### src/verilog/stb_pkg.sv
package stb_pkg;
  localparam logic [7:0] SR_BASE = 8'h80;
  localparam logic [7:0] ADDR_PORT0 = 8'h80;
  localparam logic [7:0] ADDR_SP = 8'h81;
  localparam logic [7:0] ADDR_DPL = 8'h82;
  localparam logic [7:0] ADDR_DPH = 8'h83;
  localparam logic [7:0] ADDR_DPL_ALT = 8'h84;
  localparam logic [7:0] ADDR_DPH_ALT = 8'h85;
  localparam logic [7:0] ADDR_DPSEL = 8'h86;
  localparam logic [7:0] ADDR_PWR = 8'h87;
  localparam logic [7:0] ADDR_TCTL = 8'h88;
  localparam logic [7:0] ADDR_TMODE = 8'h89;
  localparam logic [7:0] ADDR_TA_LO = 8'h8A;
  localparam logic [7:0] ADDR_TB_LO = 8'h8B;
  localparam logic [7:0] ADDR_TA_HI = 8'h8C;
  localparam logic [7:0] ADDR_TB_HI = 8'h8D;
  localparam logic [7:0] RST_PORT0 = 8'hFF;
  localparam logic [7:0] RST_SP = 8'h07;
  localparam logic [7:0] RST_ZERO = 8'h00;
  localparam logic [7:0] UNIMPL_READ = 8'hFF;
  localparam logic [7:0] PWR_UNUSED_MASK = 8'h30;
  localparam logic [3:0] PRESCALE_FAST = 4'h3;
  localparam logic [3:0] PRESCALE_SLOW = 4'hB;
  localparam logic [4:0] MODE0_PRE_MAX = 5'h1F;
  // Power control bit positions
  localparam int PWR_BAUD_DOUBLE = 7;
  localparam int PWR_FRAME_EN = 6;
  localparam int PWR_POWER_DOWN = 1;
  localparam int PWR_SLEEP = 0;
  // Timer control bit positions
  localparam int TC_B_OVF = 7;
  localparam int TC_B_RUN = 6;
  localparam int TC_A_OVF = 5;
  localparam int TC_A_RUN = 4;
  localparam int TC_B_EVT = 3;
  localparam int TC_B_TYPE = 2;
  localparam int TC_A_EVT = 1;
  localparam int TC_A_TYPE = 0;

  typedef struct packed {
    logic wr;
    logic rd;
    logic bit_op;
    logic indirect;
    logic [7:0] addr;
    logic [2:0] bit_sel;
    logic bit_val;
    logic [7:0] wdata;
  } stb_req_t;

  typedef struct packed {
    logic a_vector;
    logic b_vector;
    logic ext_a_vector;
    logic ext_b_vector;
  } stb_ack_t;

  typedef struct packed {
    logic ext_a_pin;
    logic ext_b_pin;
    logic count_a_pin;
    logic count_b_pin;
  } stb_pins_t;

  typedef enum logic [1:0] {
    STB_MODE_PRE, STB_MODE_WIDE, STB_MODE_RELOAD, STB_MODE_SPLIT
  } stb_mode_t;
endpackage

### src/verilog/stb_bank.sv
`timescale 1ns/10ps
module stb_bank (
  input wire logic sys_clk,
  input wire logic nrst,
  input wire stb_pkg::stb_req_t req,
  output logic [7:0] rdata,
  input wire stb_pkg::stb_ack_t ack,
  input wire stb_pkg::stb_pins_t pins,
  input wire logic timer_a_prescale_select,
  input wire logic timer_b_prescale_select,
  input wire logic ext_mem_active,
  input wire logic [7:0] ext_addr_low,
  input wire logic ext_data_drive,
  input wire logic [7:0] ext_data_out,
  input wire logic [7:0] port_zero_in,
  output logic [7:0] port_zero_out,
  output logic [7:0] port_zero_oe_n,
  output logic [7:0] stack_pointer,
  output logic [15:0] active_data_pointer,
  input wire logic active_data_pointer_load,
  input wire logic [15:0] active_data_pointer_value,
  output logic baud_double,
  output logic framing_check_enable,
  output logic cpu_clk_en,
  output logic periph_clk_en,
  output logic timer_a_overflow,
  output logic timer_b_overflow,
  output logic ext_a_event_flag,
  output logic ext_b_event_flag
);
  import stb_pkg::*;

  ////////////////////////////////////////////////////////////////////////////
  function automatic logic bit_capable(input logic [7:0] a);
    bit_capable = (a[2:0] == 3'h0);
  endfunction

  function automatic logic [7:0] merge_bit(input logic [7:0] cur, input stb_req_t r);
    logic [7:0] v;
    v = cur;
    v[r.bit_sel] = r.bit_val;
    merge_bit = r.bit_op ? v : r.wdata;
  endfunction

  // Register file
  logic [7:0] port0_reg;
  logic [7:0] sp_reg;
  logic [7:0] dpl_reg;
  logic [7:0] dph_reg;
  logic [7:0] alt_pointer_low_reg;
  logic [7:0] alt_pointer_high_reg;
  logic dps_reg;
  logic [7:0] pwr_reg;
  logic [7:0] tctl_reg;
  logic [7:0] tmode_reg;
  // Timer counts, their next values and the pin history
  logic [7:0] tal_reg;
  logic [7:0] tah_reg;
  logic [7:0] tbl_reg;
  logic [7:0] tbh_reg;
  logic [7:0] tctl_next;
  logic [7:0] tal_next;
  logic [7:0] tah_next;
  logic [7:0] tbl_next;
  logic [7:0] tbh_next;
  logic [4:0] pre_a_next;
  logic [4:0] pre_b_next;
  logic [3:0] pins_s1;
  logic [3:0] pins_s2;
  logic [3:0] pins_s3;
  logic [4:0] pre_a_reg;
  logic [4:0] pre_b_reg;
  logic [3:0] div_a_reg;
  logic [3:0] div_b_reg;
  // Access qualification
  logic acc_ok;
  logic wr_en;
  logic bit_ok;
  logic [7:0] wval;

  // Indirect access never reaches this page; bit ops only at x0h/x8h
  assign acc_ok = req.addr[7] && !req.indirect;
  assign bit_ok = !req.bit_op || bit_capable(req.addr);
  assign wr_en = req.wr && acc_ok && bit_ok;

  always_comb begin
    unique case (req.addr)
      ADDR_PORT0: wval = merge_bit(port0_reg, req);
      ADDR_TCTL: wval = merge_bit(tctl_reg, req);
      default: wval = req.wdata;
    endcase
  end

  ////////////////////////////////////////////////////////////////////////////
  // Pins come from outside; two stages before use, third for edge detect
  always_ff @(posedge sys_clk) begin
    if (!nrst) begin
      pins_s1 <= 4'hF;
      pins_s2 <= 4'hF;
      pins_s3 <= 4'hF;
    end else begin
      pins_s1 <= {pins.count_b_pin, pins.count_a_pin, pins.ext_b_pin, pins.ext_a_pin};
      pins_s2 <= pins_s1;
      pins_s3 <= pins_s2;
    end
  end

  logic ia;
  logic ib;
  logic ia_fall;
  logic ib_fall;
  logic ta_fall;
  logic tb_fall;
  assign ia = pins_s2[0];
  assign ib = pins_s2[1];
  assign ia_fall = pins_s3[0] && !pins_s2[0];
  assign ib_fall = pins_s3[1] && !pins_s2[1];
  assign ta_fall = pins_s3[2] && !pins_s2[2];
  assign tb_fall = pins_s3[3] && !pins_s2[3];

  ////////////////////////////////////////////////////////////////////////////
  always_ff @(posedge sys_clk) begin
    if (!nrst) begin
      port0_reg <= RST_PORT0;
      sp_reg <= RST_SP;
      dpl_reg <= RST_ZERO;
      dph_reg <= RST_ZERO;
      alt_pointer_low_reg <= RST_ZERO;
      alt_pointer_high_reg <= RST_ZERO;
      dps_reg <= 1'b0;
      pwr_reg <= RST_ZERO;
      tmode_reg <= RST_ZERO;
    end else begin
      if (wr_en && req.addr == ADDR_PORT0) port0_reg <= wval;
      if (wr_en && req.addr == ADDR_SP) sp_reg <= req.wdata;
      if (wr_en && req.addr == ADDR_DPSEL) dps_reg <= req.wdata[0];
      if (wr_en && req.addr == ADDR_PWR) pwr_reg <= req.wdata & ~PWR_UNUSED_MASK;
      if (wr_en && req.addr == ADDR_TMODE) tmode_reg <= req.wdata;
      // Core pointer update goes to the selected pair only
      if (active_data_pointer_load && !dps_reg) begin
        {dph_reg, dpl_reg} <= active_data_pointer_value;
      end else begin
        if (wr_en && req.addr == ADDR_DPL) dpl_reg <= req.wdata;
        if (wr_en && req.addr == ADDR_DPH) dph_reg <= req.wdata;
      end
      if (active_data_pointer_load && dps_reg) begin
        {alt_pointer_high_reg, alt_pointer_low_reg} <= active_data_pointer_value;
      end else begin
        if (wr_en && req.addr == ADDR_DPL_ALT) alt_pointer_low_reg <= req.wdata;
        if (wr_en && req.addr == ADDR_DPH_ALT) alt_pointer_high_reg <= req.wdata;
      end
    end
  end

  assign active_data_pointer = dps_reg ? {alt_pointer_high_reg, alt_pointer_low_reg} : {dph_reg, dpl_reg};
  assign stack_pointer = sp_reg;
  assign baud_double = pwr_reg[PWR_BAUD_DOUBLE];
  assign framing_check_enable = pwr_reg[PWR_FRAME_EN];
  // Power-down clears both the CPU and peripheral clock enables; idle keeps peripherals alive
  assign cpu_clk_en = !pwr_reg[PWR_POWER_DOWN] && !pwr_reg[PWR_SLEEP];
  assign periph_clk_en = !pwr_reg[PWR_POWER_DOWN];

  ////////////////////////////////////////////////////////////////////////////
  // Port zero: external cycles drive strongly, otherwise open-drain
  always_ff @(posedge sys_clk) begin
    if (!nrst) begin
      port_zero_out <= RST_ZERO;
      port_zero_oe_n <= 8'hFF;
    end else if (ext_mem_active) begin
      port_zero_out <= ext_data_drive ? ext_data_out : ext_addr_low;
      port_zero_oe_n <= ext_data_drive ? 8'h00 : 8'h00;
    end else begin
      port_zero_out <= RST_ZERO;
      port_zero_oe_n <= port0_reg;
    end
  end

  ////////////////////////////////////////////////////////////////////////////
  // Prescale ticks
  logic tick_a;
  logic tick_b;
  assign tick_a = div_a_reg == (timer_a_prescale_select ? PRESCALE_FAST : PRESCALE_SLOW);
  assign tick_b = div_b_reg == (timer_b_prescale_select ? PRESCALE_FAST : PRESCALE_SLOW);

  always_ff @(posedge sys_clk) begin
    if (!nrst) begin
      div_a_reg <= 4'h0;
      div_b_reg <= 4'h0;
    end else if (periph_clk_en) begin
      div_a_reg <= tick_a ? 4'h0 : div_a_reg + 4'h1;
      div_b_reg <= tick_b ? 4'h0 : div_b_reg + 4'h1;
    end
  end

  stb_mode_t mode_a;
  stb_mode_t mode_b;
  logic run_a;
  logic run_b;
  logic inc_a;
  logic inc_b;
  logic inc_ah;
  assign mode_a = stb_mode_t'(tmode_reg[1:0]);
  assign mode_b = stb_mode_t'(tmode_reg[5:4]);
  assign run_a = tctl_reg[TC_A_RUN] && (!tmode_reg[3] || ia);
  assign run_b = tctl_reg[TC_B_RUN] && (!tmode_reg[7] || ib);
  assign inc_a = periph_clk_en && run_a && (tmode_reg[2] ? ta_fall : tick_a);
  assign inc_b = periph_clk_en && run_b && (tmode_reg[6] ? tb_fall : tick_b)
                 && mode_b != STB_MODE_SPLIT && mode_a != STB_MODE_SPLIT;
  // Split mode high byte of A: internal ticks, run by B's run bit
  assign inc_ah = periph_clk_en && tctl_reg[TC_B_RUN] && tick_a;

  logic ovf_a;
  logic ovf_b;
  logic ovf_ah;

  always_comb begin
    tal_next = tal_reg;
    tah_next = tah_reg;
    ovf_a = 1'b0;
    ovf_ah = 1'b0;
    pre_a_next = pre_a_reg;
    if (inc_a) begin
      unique case (mode_a)
        STB_MODE_PRE: begin
          pre_a_next = pre_a_reg + 5'h1;
          if (pre_a_reg == MODE0_PRE_MAX) begin
            tah_next = tah_reg + 8'h01;
            ovf_a = tah_reg == 8'hFF;
          end
        end
        STB_MODE_WIDE: begin
          {tah_next, tal_next} = {tah_reg, tal_reg} + 16'h0001;
          ovf_a = {tah_reg, tal_reg} == 16'hFFFF;
        end
        STB_MODE_RELOAD: begin
          ovf_a = tal_reg == 8'hFF;
          tal_next = ovf_a ? tah_reg : tal_reg + 8'h01;
        end
        STB_MODE_SPLIT: begin
          tal_next = tal_reg + 8'h01;
          ovf_a = tal_reg == 8'hFF;
        end
      endcase
    end
    if (inc_ah && mode_a == STB_MODE_SPLIT) begin
      tah_next = tah_reg + 8'h01;
      ovf_ah = tah_reg == 8'hFF;
    end
  end

  always_comb begin
    tbl_next = tbl_reg;
    tbh_next = tbh_reg;
    ovf_b = 1'b0;
    pre_b_next = pre_b_reg;
    if (inc_b) begin
      unique case (mode_b)
        STB_MODE_PRE: begin
          pre_b_next = pre_b_reg + 5'h1;
          if (pre_b_reg == MODE0_PRE_MAX) begin
            tbh_next = tbh_reg + 8'h01;
            ovf_b = tbh_reg == 8'hFF;
          end
        end
        STB_MODE_WIDE: begin
          {tbh_next, tbl_next} = {tbh_reg, tbl_reg} + 16'h0001;
          ovf_b = {tbh_reg, tbl_reg} == 16'hFFFF;
        end
        STB_MODE_RELOAD: begin
          ovf_b = tbl_reg == 8'hFF;
          tbl_next = ovf_b ? tbh_reg : tbl_reg + 8'h01;
        end
        STB_MODE_SPLIT: begin
          tbl_next = tbl_reg;
        end
      endcase
    end
  end

  // Software writes to counts win over counting in that cycle
  always_ff @(posedge sys_clk) begin
    if (!nrst) begin
      tal_reg <= RST_ZERO;
      tah_reg <= RST_ZERO;
      tbl_reg <= RST_ZERO;
      tbh_reg <= RST_ZERO;
      pre_a_reg <= 5'h00;
      pre_b_reg <= 5'h00;
    end else begin
      pre_a_reg <= pre_a_next;
      pre_b_reg <= pre_b_next;
      tal_reg <= (wr_en && req.addr == ADDR_TA_LO) ? req.wdata : tal_next;
      tah_reg <= (wr_en && req.addr == ADDR_TA_HI) ? req.wdata : tah_next;
      tbl_reg <= (wr_en && req.addr == ADDR_TB_LO) ? req.wdata : tbl_next;
      tbh_reg <= (wr_en && req.addr == ADDR_TB_HI) ? req.wdata : tbh_next;
    end
  end

  ////////////////////////////////////////////////////////////////////////////
  // Timer control: hardware set beats software or vector clear
  always_comb begin
    tctl_next = tctl_reg;
    if (wr_en && req.addr == ADDR_TCTL) tctl_next = wval;
    if (ack.a_vector) tctl_next[TC_A_OVF] = 1'b0;
    if (ack.b_vector) tctl_next[TC_B_OVF] = 1'b0;
    if (ovf_a) tctl_next[TC_A_OVF] = 1'b1;
    if (ovf_b || ovf_ah) tctl_next[TC_B_OVF] = 1'b1;
    if (tctl_reg[TC_A_TYPE]) begin
      if (ack.ext_a_vector) tctl_next[TC_A_EVT] = 1'b0;
      if (ia_fall) tctl_next[TC_A_EVT] = 1'b1;
    end else begin
      tctl_next[TC_A_EVT] = !ia;
    end
    if (tctl_reg[TC_B_TYPE]) begin
      if (ack.ext_b_vector) tctl_next[TC_B_EVT] = 1'b0;
      if (ib_fall) tctl_next[TC_B_EVT] = 1'b1;
    end else begin
      tctl_next[TC_B_EVT] = !ib;
    end
  end

  always_ff @(posedge sys_clk) begin
    if (!nrst) tctl_reg <= RST_ZERO;
    else tctl_reg <= tctl_next;
  end

  assign timer_a_overflow = tctl_reg[TC_A_OVF];
  assign timer_b_overflow = tctl_reg[TC_B_OVF];
  assign ext_a_event_flag = tctl_reg[TC_A_EVT];
  assign ext_b_event_flag = tctl_reg[TC_B_EVT];

  ////////////////////////////////////////////////////////////////////////////
  // Read data registered; one cycle latency
  logic [7:0] rd_mux;
  always_comb begin
    unique case (req.addr)
      ADDR_PORT0: rd_mux = port0_reg;
      ADDR_SP: rd_mux = sp_reg;
      ADDR_DPL: rd_mux = dpl_reg;
      ADDR_DPH: rd_mux = dph_reg;
      ADDR_DPL_ALT: rd_mux = alt_pointer_low_reg;
      ADDR_DPH_ALT: rd_mux = alt_pointer_high_reg;
      ADDR_DPSEL: rd_mux = {7'h00, dps_reg};
      ADDR_PWR: rd_mux = pwr_reg | PWR_UNUSED_MASK;
      ADDR_TCTL: rd_mux = tctl_reg;
      ADDR_TMODE: rd_mux = tmode_reg;
      ADDR_TA_LO: rd_mux = tal_reg;
      ADDR_TB_LO: rd_mux = tbl_reg;
      ADDR_TA_HI: rd_mux = tah_reg;
      ADDR_TB_HI: rd_mux = tbh_reg;
      default: rd_mux = UNIMPL_READ;
    endcase
  end

  always_ff @(posedge sys_clk) begin
    if (!nrst) rdata <= UNIMPL_READ;
    else if (req.rd && acc_ok) rdata <= rd_mux;
    else if (req.rd) rdata <= UNIMPL_READ;
  end
endmodule // stb_bank

### config.mk
export PLATFORM = sky130hd
export DESIGN_NAME = stb_bank
export DESIGN_NICKNAME = d
export VERILOG_FILES = /design/src/verilog/stb_pkg.sv /design/src/verilog/stb_bank.sv
export SDC_FILE = /design/constraint.sdc
export NUM_CORES = 1
export LEC_CHECK = 0
export ABC_AREA = 0
export BUFFER_PORTS_ARGS = -buffer_cell sky130_fd_sc_hd__buf_2
export CELL_PAD_IN_SITES_DETAIL_PLACEMENT = 1
export CELL_PAD_IN_SITES_GLOBAL_PLACEMENT = 1
export CORE_MARGIN = 2
export CORE_UTILIZATION = 35
export DETAILED_ROUTE_END_ITERATION = 8
export HOLD_SLACK_MARGIN = 0.12
export PLACE_DENSITY_LB_ADDON = 0.1
export SKIP_LAST_GASP = 1
export SLEW_MARGIN = 20
export SYNTH_ARGS = -nofsm -noshare
export SYNTH_HDL_FRONTEND = slang
export SYNTH_SLANG_ARGS = --single-unit
### constraint.sdc
create_clock -name sys_clk -period 2.04 [get_ports sys_clk]
set_input_delay 0.306 -clock sys_clk [delete_from_list [all_inputs] [get_ports sys_clk]]
set_output_delay 0.306 -clock sys_clk [all_outputs]
set_load 0.01 [all_outputs]
==> results of run 1 <==
cell type report:
cell class	instances	area [sq um]
Fill cell	2987	12800
Multi-Input combinational cell	788	5370
Sequential cell	157	3150
Timing Repair Buffer	292	2040
Clock buffer	18	439
Tap cell	324	405
Clock inverter	14	155
Inverter	27	101
Antenna cell	1	2.50
metrics by stage:
step                 TNS, ns  power [W]
floorplan                  0    0.00360
global placement       -5.30    0.00394
detailed placement     -7.91    0.00396
CTS                   -0.255    0.00727
global route           -1.01    0.00745
finish              -0.00993    0.00722
cells in the mapped netlist, types with 11 or more instances:
master,instances,area share
clkbuf_1,51,0.022
nand3_1,36,0.021
a211oi_1,23,0.020
nor2_1,130,0.056
o211ai_1,14,0.012
o21ai_0,64,0.037
buf_2,13,0.0074
mux2_2,25,0.032
xnor2_1,21,0.021
a21oi_1,60,0.034
nand2b_1,19,0.014
inv_1,26,0.011
nor2b_1,11,0.0079
and3_1,11,0.0079
ha_1,14,0.020
dfxtp_1,157,0.36
a31oi_1,19,0.014
and2_1,11,0.0079
nand4_1,14,0.010
nor3_1,17,0.0097
nand2_1,88,0.038
mux2i_1,67,0.077
power by group:
| group | total (W) | switching [W] | internal [W] | leakage, nW |
|---|---|---|---|---|
| Combinational | 0.000760 | 0.000450 | 0.000309 | 3.17 |
| Sequential | 0.00317 | 0.0000480 | 0.00312 | 1.28 |
| Clock | 0.00329 | 0.00153 | 0.00176 | 0.285 |
what timing repair did:
| action | in CTS | in global routing |
|---|---|---|
| endpoints found under the setup margin | 7 | 36 |
| setup buffers | 1 | 3 |
| hold buffers | 19 | 0 |
| gates resized for setup | 23 | 28 |
| cloned | 1 | 1 |
| endpoints found under the hold margin | 12 | 0 |
| pin swaps | 7 | 18 |
tightest hold or removal path, delay by kind of cell:
| kind | cells | cell delay (ns) |
|---|---|---|
| AND/OR/NAND/NOR | 1 | 0.08 |
| buffers and inverters | 1 | 0.07 |
| multiplexers | 1 | 0.06 |
cells in the final DEF (no fill, tap or decap), types with 12 or more instances in the layout:
cell           instances
a211oi_1              23
a21oi_1               59
a31oi_1               19
buf_2                128
buf_4                135
clkbuf_16             17
dfxtp_1              150
dlygate4sd3_1         19
inv_1                 25
mux2_2                25
mux2i_1               66
nand2_1               88
nand2b_1              19
nand3_1               36
nand4_1               14
nor2_1               128
nor3_1                12
o211ai_1              14
o21ai_0               62
xnor2_1               20
how the worst max path moves through the flow:
stage                                          to  slack (ns)  depth (start not counted)
final                     tah_reg[1]$_SDFFE_PN0P_       -0.01                         10
after global placement    dph_reg[3]$_SDFFE_PN0P_       -0.17                          6
after detailed placement  dph_reg[1]$_SDFFE_PN0P_       -0.22                          6
after global routing      tbh_reg[6]$_SDFFE_PN0P_       -0.16                          8
after floorplan           tah_reg[3]$_SDFFE_PN0P_       0.003                          9
after CTS                 tah_reg[3]$_SDFFE_PN0P_        -0.1                         10
layer usage:
metal,GRT usage,vias up
li1,-,4263
met3,0.0559,41
met2,0.444,298
met5,0,-
met1,0.378,4434
met4,0.0664,0
cells by family (layout without fill, tap and decap cells):
logic type	after synthesis	count (layout)	share of synthesized area
AO/OA/AOI/OAI	263	263	0.200
XOR/XNOR	29	29	0.0290
adder cells (fa/ha/maj)	14	14	0.0200
buffers and inverters	106	351	0.0511
flip-flops	157	157	0.359
multiplexers	97	97	0.122
other	0	1	0
AND/OR/NAND/NOR	385	385	0.220
==> impl_summary.log, run 1 <==
INFO  metric run_status = finished with violations
INFO  metric clk_transition_reported_paths = 0.07 ns
INFO  metric topRoutingLayerUsed = met4
INFO  metric worstPathBufferInverterCount = 1
INFO  metric layout.nets = 1376
INFO  metric final_cells = 1621
INFO  metric worst_hold_path_type = in2reg
INFO  metric worst_slack = -0.00993 ns
INFO  metric first_pass_grt_wire_length = 54.8 mm
INFO  metric tritoncts_num_sinks = 157
INFO  metric detailedRoute.firstIterationViolations = 662
INFO  metric cts_buffer_depth = 2
INFO  metric ff_latch_count_synth = 157
INFO  metric max_cap_violations = 0
INFO  metric die_w = 162 microns
INFO  metric worst-path-max-fanout = 5
INFO  metric place_worst_setup_slack = -0.220 ns
INFO  metric relSlewSlack = 0.557
INFO  metric critical_path_class = reg2reg
INFO  metric tritoncts_clock_tree = yes
INFO  metric cells_after_synthesis = 1051
INFO  metric gpl.final_weighted_congestion = 0.924
INFO  metric holdCritStartpoint = ext_addr_low[0]
INFO  metric final-hold-violation-count = 0
INFO  metric synthArstFlopShare = 0
INFO  metric violations = negative setup slack
INFO  metric r2r-start = pre_a_reg[0]$_SDFFE_PN0P_
INFO  metric total_half_perimeter_wirelength_after_legalization_and_detailed_placement = 26.7 mm
INFO  metric syn2layout_area_growth = 33.1%
INFO  metric critical_path.slowest_cell = dfxtp_2
INFO  metric rr_worst_depth = 10
INFO  metric timing_max_transition_violations_final = 0
INFO  metric power.density = 619 mW/mm^2
INFO  metric dpl.cell_count = 1563
INFO  metric clock_skew = 0.00958 ns
INFO  metric whs_endpoint = port_zero_out[0]$_SDFF_PN0_
INFO  metric regToRegEndpoint = tah_reg[1]$_SDFFE_PN0P_
INFO  metric crit_chain = ha_4 > and3_4 > ha_4 > mux2i_4 > o41ai_2 > a21oi_2 > buf_6 > a211o_1 > a211o_1 > o21ai_1
INFO  metric synth-edff-count = 0
INFO  metric mappedNetlistNets = 1144
INFO  metric setup-violations-final = 1
INFO  metric floorplan.initialDensity = 0.358
INFO  metric buffer_ports.inserted = 126
INFO  metric wirelength_met1 = 16.5 mm
INFO  metric floorplan.core_area = 0.0245 sq mm
INFO  metric total_leakage_power = 4.73 nW
INFO  metric yosysSeqAreaShare = 0.359
INFO  metric die_height = 162 microns
INFO  metric cp_startpoint = pre_a_reg[0]$_SDFFE_PN0P_
INFO  metric worst_setup_path_start_kind = flop
INFO  metric netlist-cell-type-count = 78
INFO  metric post_route_cells_drive_above_1_share = 0.312
INFO  metric grt_overflow = 0
INFO  metric timing.critical_path.to_type = flop
INFO  metric power.ir.vdd_worst = 0.467 mV
INFO  metric timing.fmax = 488 MHz
INFO  metric insertion_delay = 0.44 ns
INFO  metric ant_nets = 0
INFO  metric vias = 9036
INFO  metric synth.yosys.warnings = 0
INFO  metric synth_area = 0.00876 sq mm
INFO  metric rsz0062_at_grt = true
INFO  metric period_share = 1.00
INFO  metric timing.reg2reg.setup_slack = -0.01 ns
INFO  metric dpl-instance-area = 0.0106 sq mm
INFO  metric rows = 57
INFO  metric clock-root-buffer = clkbuf_16
INFO  metric routed_wl = 36.3 mm
INFO  metric ys.flop_type = dfxtp_1
INFO  metric vias_per_cell = 5.57
INFO  metric max_slew.worst_pin.slew = 0.658 ns
INFO  metric cts_inserted_buffers = 17
INFO  metric pin_count_of_the_biggest_net_entering_global_routing = 57
INFO  metric data_arrival_time_of_the_worst_path = 2.42 ns
INFO  metric worst_path_dominant_cell_family = compound AO/OA/AOI/OAI gates
INFO  metric antenna_found_initial = 2
INFO  metric critical_path_required = 2.41 ns
INFO  metric htree_num_levels = 4
INFO  metric ios = 135
INFO  metric drt-wirelength-per-cell = 22.4 microns
INFO  metric gr-usage-all-layers = 0.275
INFO  metric finish.utilization = 0.477
INFO  metric synthesis.area_per_instance = 8.34 sq um
INFO  metric critical-path-max-stage-delay = 0.35 ns
INFO  metric drc = 0
INFO  metric route.met2.wl = 16.9 mm
INFO  metric hold_slack = 0.122 ns
INFO  metric finalCriticalPeriod = 2.05 ns
INFO  metric detail_route_met3_wl = 2.32 mm
INFO  metric min_path_cells = 3
INFO  metric detailedRoute.firstPassIterationCount = 5
INFO  metric first_global_vias = 9044
INFO  metric fp.dieArea = 0.0263 sq mm
INFO  metric postLayoutCellArea = 0.0117 sq mm
Power figures use the tool's default switching activity.
==> run 2: changes to the inputs <==
--- a/config.mk
+++ b/config.mk
@@ -14,6 +14,7 @@
 export DETAILED_ROUTE_END_ITERATION = 8
 export HOLD_SLACK_MARGIN = 0.12
 export PLACE_DENSITY_LB_ADDON = 0.1
+export SKIP_CTS_REPAIR_TIMING = 1
 export SKIP_LAST_GASP = 1
 export SLEW_MARGIN = 20
 export SYNTH_ARGS = -nofsm -noshare
==> run 2 against run 1 <==
  * The run still ends with negative setup slack left
  * Worst setup slack got worse by 0.085 ns
  * Register-to-register slack got worse by 0.08 ns
  * First-iteration DRC count rose by 1.1%
  * Clock-buffer cell count unchanged
  * Global-route usage fell by 0.59 points
  * Wire length fell by 1.1%
  * Hold slack worse by 0.025 ns
  * Critical path depth is the same
  * Sequential power about the same
  * Critical path type unchanged
  * Highest routed layer unchanged
==> impl_summary.log, run 2 (synthesis results as in run 1) <==
INFO  metric die_w = 162 microns (unchanged)
INFO  metric postLayoutCellArea = 0.0116 sq mm (-0.35%)
INFO  metric setup-violations-final = 3 (+2)
INFO  metric vias_per_cell = 5.58 (about the same)
INFO  metric total_leakage_power = 4.76 nW (+0.51%)
INFO  metric layout.cells.most_common = dfxtp_1
INFO  metric layout.nets = 1367 (-0.65%)
INFO  metric worstPathBufferInverterCount = 1 (unchanged)
INFO  metric most-common-layout-cells = dfxtp_1 (150), buf_4 (137), buf_2 (128)
INFO  metric critical_path.slowest_cell = dfxtp_2
INFO  metric power.ir.vdd_worst = 0.462 mV (-1.0%)
INFO  metric cts_inserted_buffers = 17 (unchanged)
INFO  metric worst_path_dominant_cell_family = compound AO/OA/AOI/OAI gates
INFO  metric buffer_ports.inserted = 126 (unchanged)
INFO  metric detailedRoute.firstPassIterationCount = 6 (+1)
INFO  metric first_pass_grt_wire_length = 53.5 mm (-2.3%)
INFO  metric critical_path_class = reg2reg
INFO  metric rsz0062_at_grt = true
INFO  metric gpl.final_weighted_congestion = 0.924 (unchanged)
INFO  metric drc = 0 (unchanged)
INFO  metric clock_skew = 0.00861 ns (-0.000973 ns)
INFO  metric worst_slack = -0.0945 ns (-0.0846 ns)
INFO  metric first_global_vias = 8856 (-2.1%)
INFO  metric timing_max_transition_violations_final = 0 (unchanged)
INFO  metric clock-root-buffer = clkbuf_16
INFO  metric crit_chain = ha_4 > and3_4 > ha_4 > mux2i_4 > o41ai_2 > a21oi_2 > buf_6 > a211o_1 > a211o_1 > o21ai_1
INFO  metric relSlewSlack = 0.604 (+0.0469)
INFO  metric worst-path-max-fanout = 5 (unchanged)
INFO  metric timing.fmax = 468 MHz (-4.0%)
INFO  metric ios = 135 (unchanged)
INFO  metric gr-usage-all-layers = 0.269 (-0.00592)
INFO  metric clk_transition_reported_paths = 0.07 ns (about the same)
INFO  metric worst_setup_path_start_kind = flop
INFO  metric tritoncts_clock_tree = yes
INFO  metric pin_count_of_the_biggest_net_entering_global_routing = 57 (unchanged)
INFO  metric max_slew.worst_pin.slew = 0.588 ns (-0.0696 ns)
INFO  metric vias = 8987 (-0.54%)
INFO  metric fillerInstances = 2989 (+0.067%)
INFO  metric fp.dieArea = 0.0263 sq mm (unchanged)
INFO  metric violations = negative setup slack
INFO  metric run_status = finished with violations
INFO  metric finalCriticalPeriod = 2.13 ns (+0.0846 ns)
INFO  metric cts_buffer_depth = 2 (unchanged)
INFO  metric post_route_cells_drive_above_1_share = 0.324 (+0.0123)
INFO  metric critical-path-max-stage-delay = 0.35 ns (about the same)
INFO  metric drt-wirelength-per-cell = 22.3 microns (-0.59%)
INFO  metric floorplan.initialDensity = 0.358 (unchanged)
INFO  metric ant_nets = 0 (unchanged)
INFO  metric detailedRoute.firstIterationViolations = 669 (+1.1%)
INFO  metric dpl-instance-area = 0.0106 sq mm (unchanged)
INFO  metric die_height = 162 microns (unchanged)
INFO  metric data_arrival_time_of_the_worst_path = 2.50 ns (+0.08 ns)
INFO  metric max_cap_violations = 0 (unchanged)
INFO  metric period_share = 1.05 (+0.0415)
INFO  metric rows = 57 (unchanged)
INFO  metric grt_overflow = 0 (unchanged)
INFO  metric floorplan.core_area = 0.0245 sq mm (unchanged)
INFO  metric total_half_perimeter_wirelength_after_legalization_and_detailed_placement = 26.7 mm (unchanged)
INFO  metric insertion_delay = 0.44 ns (about the same)
INFO  metric htree_num_levels = 4 (unchanged)
INFO  metric timing.critical_path.to_type = flop
INFO  metric worst_hold_path_type = in2reg
INFO  metric timing.setup.tns = -0.161 ns (-0.151 ns)
INFO  metric critical_path_required = 2.41 ns (about the same)
INFO  metric syn2layout_area_growth = 32.7%
INFO  metric antenna_found_initial = 2 (unchanged)
INFO  metric final-hold-violation-count = 0 (unchanged)
INFO  metric routed_wl = 35.9 mm (-1.1%)
INFO  metric power.density = 619 mW/mm^2 (about the same)
INFO  metric tritoncts_num_sinks = 157 (unchanged)
## run 2: path summary, 6_finish.rpt
kind,from,to,slack (ns),cells past startpoint
max,pre_a_reg[0]$_SDFFE_PN0P_,tah_reg[1]$_SDFFE_PN0P_,-0.09,10
min,ext_addr_low[2],port_zero_out[2]$_SDFF_PN0_,0.1,3
max reg2reg,pre_a_reg[0]$_SDFFE_PN0P_,tah_reg[1]$_SDFFE_PN0P_,-0.09,10
min reg2reg,pins_s1[0]$_SDFF_PN1_,pins_s2[0]$_SDFF_PN1_,0.41,1
## run 2: layer usage
metal / global-route usage / routed length (microns) / part of all wire
met5: 0 / 0 / 0
met4: 0.0656 / 614 / 0.017
met3: 0.0549 / 2450 / 0.068
met2: 0.430 / 16700 / 0.46
met1: 0.374 / 16100 / 0.45
## run 2: worst register-to-register path: cells and delay by family, from the launching register on
| family | cells | cell delay (ns) |
|---|---|---|
| adder cells (fa/ha/maj) | 2 | 0.28 |
| multiplexers | 1 | 0.07 |
| buffers and inverters | 1 | 0.16 |
| AO/OA/AOI/OAI | 5 | 1.03 |
| AND/OR/NAND/NOR | 1 | 0.18 |
| flip-flops | 1 | 0.35 |
## run 2: cell type report
cell class                 count  area [sq um]  share of cell area
tap                          324           405              0.0349
clock buffer                  18           439              0.0378
multi-input combinational    788          5430               0.467
inverter                      27           101             0.00872
timing repair buffer         283          1940               0.167
clock inverter                14           155              0.0133
antenna                        1          2.50            0.000215
sequential                   157          3150               0.271
## run 2: where the power goes
group | leakage, nW | internal [W] | switching [W]
clock | 0.285 | 0.00176 | 0.00153
combinational | 3.19 | 0.000292 | 0.000444
sequential | 1.28 | 0.00312 | 0.0000480
total | 4.76 | 0.00518 | 0.00202
## run 2: stage by stage
stage | total power (W) | std cells | hold WS, ns | utilization | setup slack, ns
floorplan | 0.00360 | 1051 | 0.386 | - | 0.00328
global placement | 0.00394 | 1563 | 0.390 | 0.434 | -0.171
detailed placement | 0.00396 | 1563 | 0.398 | 0.434 | -0.220
CTS | 0.00724 | 1595 | 0.0313 | 0.459 | -0.187
global route | 0.00743 | 1611 | 0.129 | 0.475 | -0.196
finish | 0.00719 | 1612 | 0.0973 | 0.475 | -0.0945
